<file path="src/verilog/dacom_pkg.sv">
// Package with register map, field layout, format codes and channel carrier type.
package dacom_pkg;

	////////////////////////////////////////////////////////////////////////////
	// Register indices; byte address is four times the index.
	localparam logic [9:0] IDX_FORMAT = 10'h2e8;
	localparam logic [9:0] IDX_TRUNC  = 10'h2ea;
	localparam logic [9:0] IDX_CTRL   = 10'h2f0;
	localparam logic [9:0] IDX_STAT   = 10'h2f1;
	localparam logic [9:0] IDX_TXSEL  = 10'h2f8;
	localparam logic [9:0] IDX_TXEN   = 10'h2f9;

	////////////////////////////////////////////////////////////////////////////
	// Reset values.
	localparam logic [7:0] RST_FORMAT = 8'h00;
	localparam logic [7:0] RST_TRUNC  = 8'h00;
	localparam logic [7:0] RST_CTRL   = 8'h00;
	localparam logic [7:0] RST_TXSEL  = 8'h03;
	localparam logic [7:0] RST_TXEN   = 8'h03;

	////////////////////////////////////////////////////////////////////////////
	// Field positions.
	localparam int FMT_B_LSB   = 4;
	localparam int FMT_A_LSB   = 0;
	localparam int TRUNC_BIT   = 0;
	localparam int CTRL_DATAPATH_ENABLE  = 0;
	localparam int CTRL_NARROW = 1;
	localparam int SEL_QUIET   = 3;
	localparam int SEL_FAST    = 2;
	localparam int SEL_SRC_B   = 1;
	localparam int SEL_SRC_A   = 0;
	localparam int TXEN_B      = 1;
	localparam int TXEN_A      = 0;

	////////////////////////////////////////////////////////////////////////////
	// Pulse format codes.
	localparam logic [2:0] FMT_NRZ      = 3'h0;
	localparam logic [2:0] FMT_RTI      = 3'h1;
	localparam logic [2:0] FMT_RTZ      = 3'h2;
	localparam logic [2:0] FMT_LOWPASS  = 3'h3;
	localparam logic [2:0] FMT_HIGHPASS = 3'h4;
	localparam logic [2:0] FMT_DIRECT   = 3'h5;
	localparam logic [2:0] FMT_DISABLED = 3'h6;

	// Added enable-to-output latency of quiet disable, in converter clocks.
	localparam int QUIET_LAT_CLKS = 56;

	typedef struct packed {
		logic nrz;
		logic return_to_inverse;
		logic rtz;
		logic double_rate_lowpass;
		logic double_rate_highpass;
		logic double_rate_direct;
		logic disabled;
		logic half_lsb;
		logic tx_on;
		logic safe_code;
		logic dem_mute;
	} dacom_chan_t;

endpackage

</file>
<file path="src/verilog/dacom_sync.sv">
// Two-flop synchroniser for asynchronous pin levels.
`timescale 1ns/1ns
module dacom_sync #(
	parameter int W = 2
) (
	input  wire logic         clk,
	input  wire logic         rst_n,
	input  wire logic [W-1:0] din,
	output logic      [W-1:0] dout
);
	logic [W-1:0] meta_q;
	logic [W-1:0] sync_q;

	always_ff @(posedge clk) begin
		if (!rst_n) begin
			meta_q <= '0;
			sync_q <= '0;
		end else begin
			meta_q <= din;
			sync_q <= meta_q;
		end
	end

	assign dout = sync_q;
endmodule // dacom_sync

</file>
<file path="src/verilog/dacom_top.sv">
// Output pulse format and transmit enable control with APB register access.
//
// Register access over APB was left to the implementer.
`timescale 1ns/1ns
module dacom_top
	import dacom_pkg::*;
#(
	parameter int ADDR_W    = 12,
	parameter int QUIET_LAT = QUIET_LAT_CLKS
) (
	input  wire logic              REF_CLK,
	input  wire logic              RESET_N,
	input  wire logic              PSEL,
	input  wire logic              PENABLE,
	input  wire logic              PWRITE,
	input  wire logic [ADDR_W-1:0] PADDR,
	input  wire logic [31:0]       PWDATA,
	input  wire logic [3:0]        PSTRB,
	output logic      [31:0]       PRDATA,
	output logic                   PREADY,
	output logic                   PSLVERR,
	input  wire logic              CHAN_A_ENABLE_PIN,
	input  wire logic              CHAN_B_ENABLE_PIN,
	input  wire logic              OUT_DATA_VALID,
	output dacom_chan_t [1:0]      CHAN_CTL,
	output logic                   CLK_STOP,
	output logic                   DP_ENABLE
);

	if (ADDR_W < 12) begin : g_addr_w_chk
		$error("ADDR_W must be at least 12");
	end
	if (QUIET_LAT < 2) begin : g_quiet_lat_chk
		$error("QUIET_LAT must be at least 2");
	end

	typedef enum logic [1:0] {PWR_RUN, PWR_STOP, PWR_FILL} dacom_pwr_t;

	////////////////////////////////////////////////////////////////////////////
	// Registers and APB slave.
	logic [7:0]  format_q;
	logic [7:0]  trunc_q;
	logic [7:0]  ctrl_q;
	logic [7:0]  txsel_q;
	logic [7:0]  txen_q;
	logic [31:0] prdata_q;
	logic        pready_q;
	logic        pslverr_q;
	logic [7:0]  status;
	logic        setup;
	logic        wr_en;
	dacom_pwr_t  pwr_q;

	function automatic logic hit(input logic [ADDR_W-1:0] a, input logic [9:0] idx);
		return (a[ADDR_W-1:2] == {{(ADDR_W-12){1'b0}}, idx}) && (a[1:0] == 2'h0);
	endfunction

	function automatic logic mapped(input logic [ADDR_W-1:0] a);
		return hit(a, IDX_FORMAT) || hit(a, IDX_TRUNC) || hit(a, IDX_CTRL) ||
			hit(a, IDX_STAT) || hit(a, IDX_TXSEL) || hit(a, IDX_TXEN);
	endfunction

	assign setup = PSEL && !PENABLE;
	assign wr_en = PSEL && PENABLE && pready_q && PWRITE && PSTRB[0] && !pslverr_q;

	// The answer is prepared in the setup cycle so that all bus outputs are flops.
	always_ff @(posedge REF_CLK) begin
		if (!RESET_N) begin
			pready_q  <= 1'b0;
			pslverr_q <= 1'b0;
			prdata_q  <= 32'h0000_0000;
		end else begin
			pready_q  <= setup;
			pslverr_q <= setup && !mapped(PADDR);
			if (setup && !PWRITE) begin
				if (hit(PADDR, IDX_FORMAT)) begin
					prdata_q <= {24'h00_0000, format_q};
				end else if (hit(PADDR, IDX_TRUNC)) begin
					prdata_q <= {24'h00_0000, trunc_q};
				end else if (hit(PADDR, IDX_CTRL)) begin
					prdata_q <= {24'h00_0000, ctrl_q};
				end else if (hit(PADDR, IDX_STAT)) begin
					prdata_q <= {24'h00_0000, status};
				end else if (hit(PADDR, IDX_TXSEL)) begin
					prdata_q <= {24'h00_0000, txsel_q};
				end else if (hit(PADDR, IDX_TXEN)) begin
					prdata_q <= {24'h00_0000, txen_q};
				end else begin
					prdata_q <= 32'h0000_0000;
				end
			end else begin
				prdata_q <= 32'h0000_0000;
			end
		end
	end

	always_ff @(posedge REF_CLK) begin
		if (!RESET_N) begin
			format_q <= RST_FORMAT;
			trunc_q  <= RST_TRUNC;
			ctrl_q   <= RST_CTRL;
			txsel_q  <= RST_TXSEL;
			txen_q   <= RST_TXEN;
		end else if (wr_en) begin
			if (hit(PADDR, IDX_FORMAT)) begin
				format_q <= PWDATA[7:0];
			end else if (hit(PADDR, IDX_TRUNC)) begin
				trunc_q <= PWDATA[7:0];
			end else if (hit(PADDR, IDX_CTRL)) begin
				ctrl_q <= PWDATA[7:0];
			end else if (hit(PADDR, IDX_TXSEL)) begin
				txsel_q <= PWDATA[7:0];
			end else if (hit(PADDR, IDX_TXEN)) begin
				txen_q <= PWDATA[7:0];
			end
		end
	end

	assign PRDATA  = prdata_q;
	assign PREADY  = pready_q;
	assign PSLVERR = pslverr_q;

	////////////////////////////////////////////////////////////////////////////
	// Transmit enable source selection.
	logic [1:0] pin_sync;
	logic [1:0] pin_raw;
	logic [1:0] src;
	logic [1:0] reg_en;
	logic [1:0] sel_en;
	logic [1:0] eff_en;
	logic       fast;
	logic       quiet_eff;

	assign pin_raw = {CHAN_B_ENABLE_PIN, CHAN_A_ENABLE_PIN};

	dacom_sync #(.W(2)) u_pin_sync (
		.clk   (REF_CLK),
		.rst_n (RESET_N),
		.din   (pin_raw),
		.dout  (pin_sync)
	);

	assign src    = {txsel_q[SEL_SRC_B], txsel_q[SEL_SRC_A]};
	assign reg_en = {txen_q[TXEN_B], txen_q[TXEN_A]};
	assign fast   = txsel_q[SEL_FAST];
	// Quiet disable is honoured only with fast enable, as software is told to keep.
	assign quiet_eff = txsel_q[SEL_QUIET] && fast;

	assign sel_en[1] = src[1] ? reg_en[1] : pin_sync[1];
	assign sel_en[0] = src[0] ? reg_en[0] : pin_sync[0];
	// Without fast enable the channels share one combined enable.
	assign eff_en = fast ? sel_en : {2{|sel_en}};

	////////////////////////////////////////////////////////////////////////////
	// Power saving: clock stop and mute until valid data reaches the output.
	logic clk_stop_q;

	always_ff @(posedge REF_CLK) begin
		if (!RESET_N) begin
			pwr_q <= PWR_RUN;
		end else begin
			case (pwr_q)
				PWR_RUN: begin
					if (!fast && !(|sel_en)) begin
						pwr_q <= PWR_STOP;
					end
				end
				PWR_STOP: begin
					if (fast) begin
						pwr_q <= PWR_RUN;
					end else if (|sel_en) begin
						pwr_q <= PWR_FILL;
					end
				end
				PWR_FILL: begin
					if (fast || OUT_DATA_VALID) begin
						pwr_q <= PWR_RUN;
					end else if (!(|sel_en)) begin
						pwr_q <= PWR_STOP;
					end
				end
				default: begin
					pwr_q <= PWR_RUN;
				end
			endcase
		end
	end

	always_ff @(posedge REF_CLK) begin
		if (!RESET_N) begin
			clk_stop_q <= 1'b0;
		end else begin
			clk_stop_q <= !fast && (pwr_q == PWR_STOP) && !(|sel_en);
		end
	end

	assign CLK_STOP  = clk_stop_q;
	assign DP_ENABLE = ctrl_q[CTRL_DATAPATH_ENABLE];

	assign status = {2'h0, pin_sync, (pwr_q == PWR_FILL), clk_stop_q, eff_en};

	////////////////////////////////////////////////////////////////////////////
	// Per-channel format decode and enable timing.
	function automatic dacom_chan_t decode(input logic [2:0] code);
		dacom_chan_t c;
		c = '0;
		case (code)
			FMT_NRZ:      c.nrz = 1'b1;
			FMT_RTI:      c.return_to_inverse = 1'b1;
			FMT_RTZ:      c.rtz = 1'b1;
			FMT_LOWPASS:  c.double_rate_lowpass = 1'b1;
			FMT_HIGHPASS: c.double_rate_highpass = 1'b1;
			FMT_DIRECT:   c.double_rate_direct = 1'b1;
			default:      c.disabled = 1'b1;
		endcase
		return c;
	endfunction

	logic [2:0]  fmt_code [2];
	dacom_chan_t chan_q   [2];
	logic        half_lsb;

	assign fmt_code[1] = format_q[FMT_B_LSB +: 3];
	assign fmt_code[0] = format_q[FMT_A_LSB +: 3];
	assign half_lsb    = trunc_q[TRUNC_BIT] && ctrl_q[CTRL_NARROW];

	genvar ch;
	generate
		for (ch = 0; ch < 2; ch++) begin : g_chan
			logic [QUIET_LAT-1:0] line_q;
			logic                 run;
			dacom_chan_t          nxt;

			assign run = eff_en[ch] && (pwr_q == PWR_RUN);

			// Enable history used to delay the quiet path by the muting latency.
			always_ff @(posedge REF_CLK) begin
				if (!RESET_N) begin
					line_q <= '0;
				end else begin
					line_q <= {line_q[QUIET_LAT-2:0], run};
				end
			end

			always_comb begin
				nxt          = decode(fmt_code[ch]);
				nxt.half_lsb = half_lsb;
				if (quiet_eff) begin
					nxt.tx_on     = line_q[QUIET_LAT-1] && run;
					nxt.dem_mute  = !run;
					nxt.safe_code = 1'b0;
				end else begin
					nxt.tx_on     = run;
					nxt.dem_mute  = 1'b0;
					nxt.safe_code = !run;
				end
			end

			always_ff @(posedge REF_CLK) begin
				if (!RESET_N) begin
					chan_q[ch] <= '0;
				end else begin
					chan_q[ch] <= nxt;
				end
			end

			assign CHAN_CTL[ch] = chan_q[ch];
		end
	endgenerate
endmodule // dacom_top
</file>
<file path="config.mk">
export PLATFORM = sky130hd
export DESIGN_NAME = dacom_top
export DESIGN_NICKNAME = d
export VERILOG_FILES = /design/src/verilog/dacom_pkg.sv /design/src/verilog/dacom_sync.sv /design/src/verilog/dacom_top.sv
export SDC_FILE = /design/constraint.sdc
export NUM_CORES = 1
export LEC_CHECK = 0
export BUFFER_PORTS_ARGS = -buffer_cell sky130_fd_sc_hd__buf_2
export CAP_MARGIN = 40
export CORE_MARGIN = 1.5
export CORE_UTILIZATION = 35
export DETAILED_ROUTE_END_ITERATION = 10
export PLACE_DENSITY = 0.56
export REMOVE_ABC_BUFFERS = 1
export SLEW_MARGIN = 15
export SYNTH_ARGS = -nofsm -noshare
export SYNTH_HDL_FRONTEND = slang
export SYNTH_SLANG_ARGS = --single-unit
</file>
<file path="constraint.sdc">
create_clock -name REF_CLK -period 1.65 [get_ports REF_CLK]
set_input_delay 0.165 -clock REF_CLK [delete_from_list [all_inputs] [get_ports REF_CLK]]
set_output_delay 0.165 -clock REF_CLK [all_outputs]
set_load 0.03 [all_outputs]
</file>
==> results.md <==
- By area the synthesized netlist is led by dfxtp_1 61%, and2_1 12%, mux2i_1 7.5%.
- The half-perimeter wire length after detailed placement is between 7 and 8 mm.
- Clock latency on the worst-skew pair, taken at its later pin, is around 0.42 ns.
- The clock arrives with about 0.0058 ns of skew.
- The area fraction of the dominant cell type after synthesis is 0.605.
- The count of pins over their slew limit is 0.
- Before antenna repair, the detailed router went through 4 iterations.
- The final instance area is roughly 7500 µm².
- The startpoint of the worst hold path is PSEL.
- The via count is approximately 3900.
- The leakage power of the design is ~3.3 nW.
- The share of cell area taken by muxes after synthesis is 0.0946.
- The maximum vdd ir drop is ~0.00063 V.
- The shortest period the worst path allows is 1.49 ns.
- The accumulated negative setup slack is 0 ns.
- Dividing the detail-routed via count by the number of cells gives around 4.4.
- The category of the worst setup path launch point is an input pin.
- Counting instances in the post-synthesis netlist gives the leading cell types as 190 x dfxtp_1, 117 x and2_1, 47 x mux2i_1, 47 x nand2_1, 29 x buf_4.
- The initial antenna violation count was 0.
- The most used flip-flop cell after synthesis is dfxtp_1.
- The data required time of the critical path is approximately 2.0 ns.
- The DRC violation count after routing is 0.
- Setup repair after global routing left no endpoint under its margin.
- The CTS tree is built.
- The number of buffer cells added on primary ports is 62.
- The initial utilization of the core area, before any placement, comes to 0.361.
- A synthesized cell averages 11.1 µm².
- The number of synthesized register bits is 190.
- The sequential element share of the synthesized area is 0.605.
- The data arrival time of the critical path is 1.84 ns.
- During synthesis, Yosys emitted a total of 0 warnings.
- The fraction of final layout cells sized beyond drive strength 1 is 0.198.
- The worst hold path class is input pin to register.
- Measured on the finished design, the core utilization comes to 0.431.
- The master cell of the clock root buffer is clkbuf_16.
- The number of cell rows is between 40 and 50.
- The clock passes through at most 2 buffers.
- The detailed router finished its first iteration with 116 violations.
- The cell taking the most area after synthesis is dfxtp_1.
- The pin count of the biggest net entering global routing is between 90 and 100.
- The aggregate global-route resource usage is 0.124.
- The post-synthesis share of cell area spent on and, or, nand and nor gates is 0.217.
- The most common cell in the synthesized netlist is dfxtp_1.
- Yosys mapped a number of flops with a built-in enable equal to 0.
- The critical path start-end classification is input pin to register.
- The global placement routability congestion is about 0.82.
- The endpoint kind of the worst setup timing path is a register.
- The die area is ~19000 µm².
- In this run the critical register-to-register path is launched from PREADY$_SDFF_PN0_.
- The residual overflow from global routing is 0.
- The compound-cell area share of the yosys netlist is 0.0285.
- The deepest level of the CTS H-tree is 4.
- The largest fanout on the critical path is 5.
- The run finished with clean final reports.
- Dividing the detail-routed wire length by the instance count gives ~13 µm.
- Dividing total power by cell area gives a power density of 1210 nW/µm².
- Setup violations remaining at the end of the flow were counted as 0.
- The part of the cycle the worst path needs is 0.906.
- The number of nets with antenna violations after routing is 0.
- The cell area that synthesis handed to floorplanning was about 6300 µm².
- The synthesized netlist cell count is roughly 570.
- The count of buffers added by post-CTS timing repair for setup is 0.
- The number of clock buffers added by TritonCTS is 17.
- By area, the combinational part of the netlist is dominated by simple AND/OR/NAND/NOR gates.
- The diode insertion count for antenna repair is 0.
- Of all flip-flops after synthesis, the portion carrying an async set or reset was 0.
- The net count of the finished layout is between 600 and 700.
- The total count of hold-check failures in the final report is 0.
- Hold is met by between 0.04 and 0.05 ns.
- The number of global-route vias before repair was 3803.
- The routed wire length is about 11 mm.
- Of the total synthesized cell area, the portion taken by XOR and XNOR cells is 0.
- The core outline area is 17400 µm².
- The fraction of the mapped netlist area in adder cells is 0.
- Counting every sink on the clock net gives 190.
- From synthesis to final layout, the design area changed by 19.5%.
- The first-pass GRT wire length is between 15 and 20 mm.
- The launching instance or port of the critical path is PADDR[10].
- In this run the cell area measured after placement is 6870 µm².
- Across the run, the number of max-cap violations was 0.
- The fmax is 0.669 GHz.
- The post-CTS clock slew at the launch and capture registers of the worst setup and hold paths is roughly 0.060 ns.
- The number of ports placed on the die boundary is ~110.
- The die outline width is approximately 140 µm.
- From bottom edge to top edge, the die measures 137 µm.
- The post-synthesis cell type count is 43.
## worst paths after layout
path / endpoint / slack, ns / cells after the start
max: txen_q[3]$_SDFFE_PN0P_ / 0.16 / 6
min: PREADY$_SDFF_PN0_ / 0.05 / 3
max reg2reg: trunc_q[1]$_SDFFE_PN0P_ / 0.16 / 6
min reg2reg: g_chan[1].line_q[16]$_SDFF_PN0_ / 0.43 / 1
## worst max-delay path: stages
cell and delay (ns):
buf_2 0.09, or4b_1 0.65, nor3_4 0.32, and4_1 0.26, buf_4 0.15, mux2i_1 0.19
## cell families (layout without fill, tap and decap cells)
kind of cell           count (synthesis)  in the layout
AO/OA/AOI/OAI                         26             26
buffers and inverters                 60            120
flip-flops                           190            190
multiplexers                          55             55
other                                  1             24
AND/OR/NAND/NOR                      236            236
## layout by cell type, fill, tap and decap left out, drive strengths merged, types with 2 or more instances in the layout
master	instances
clkbuf	21
nor3b	6
clkinv	2
inv	4
nand2b	9
nand3b	4
nor2	17
bufinv	3
mux4	3
nand3	4
nor3	6
dfxtp	190
and3	5
nand4	2
nor4	3
nor2b	7
mux2	5
nand4b	2
a21oi	6
and4b	2
mux2i	47
o211a	2
a22oi	5
clkinvlp	2
a211o	3
o21ai	5
and2	117
conb	24
dlygate4sd3	2
nand2	47
buf	86
## where the power goes
| group | switching [mW] | internal [mW] |
|---|---|---|
| clock | 1.65 | 2.53 |
| sequential | 0.00633 | 4.61 |
| combinational | 0.218 | 0.0878 |
| total | 1.88 | 7.23 |
## per-layer routing
layer / global-route usage / routed length, µm
met2: 0.209 / 5220
met3: 0.0330 / 555
met1: 0.145 / 5110
met4: 0.0579 / 199
met5: 0 / 0
## flip-flops by register name (all words and copies together) (netlist names)
name               count
format_q               8
trunc_q                8
g_chan.line_q        112
u_pin_sync.dout        2
PRDATA                 8
txsel_q                8
pwr_q                  2
PREADY                 1
chan_q                21
ctrl_q                 8
CLK_STOP               1
u_pin_sync.meta_q      2
PSLVERR                1
txen_q                 8
## cell type report
type | instances | area (µm²)
Multi-Input combinational cell | 341 | 2240
Inverter | 3 | 11.3
Timing Repair Buffer | 88 | 563
Fill cell | 1686 | 9910
Clock buffer | 21 | 480
Sequential cell | 190 | 3800
Clock inverter | 8 | 131
Tap cell | 225 | 282
## through the flow
step	power, mW	cells	worst slack [ns]
detailed placement	5.02	845	-0.308
floorplan	4.86	534	-0.333
global route	9.42	876	0.0448
global placement	5.02	845	-0.214
finish	9.10	876	0.155
CTS	9.20	876	0.0666
## timing repair
action                                  4_1_cts  5_1_grt
hold endpoints to repair                      2        0
resized for setup                             0        2
hold buffers                                  2        0
endpoints found under the setup margin        0        2
Power figures use the tool's default switching activity.
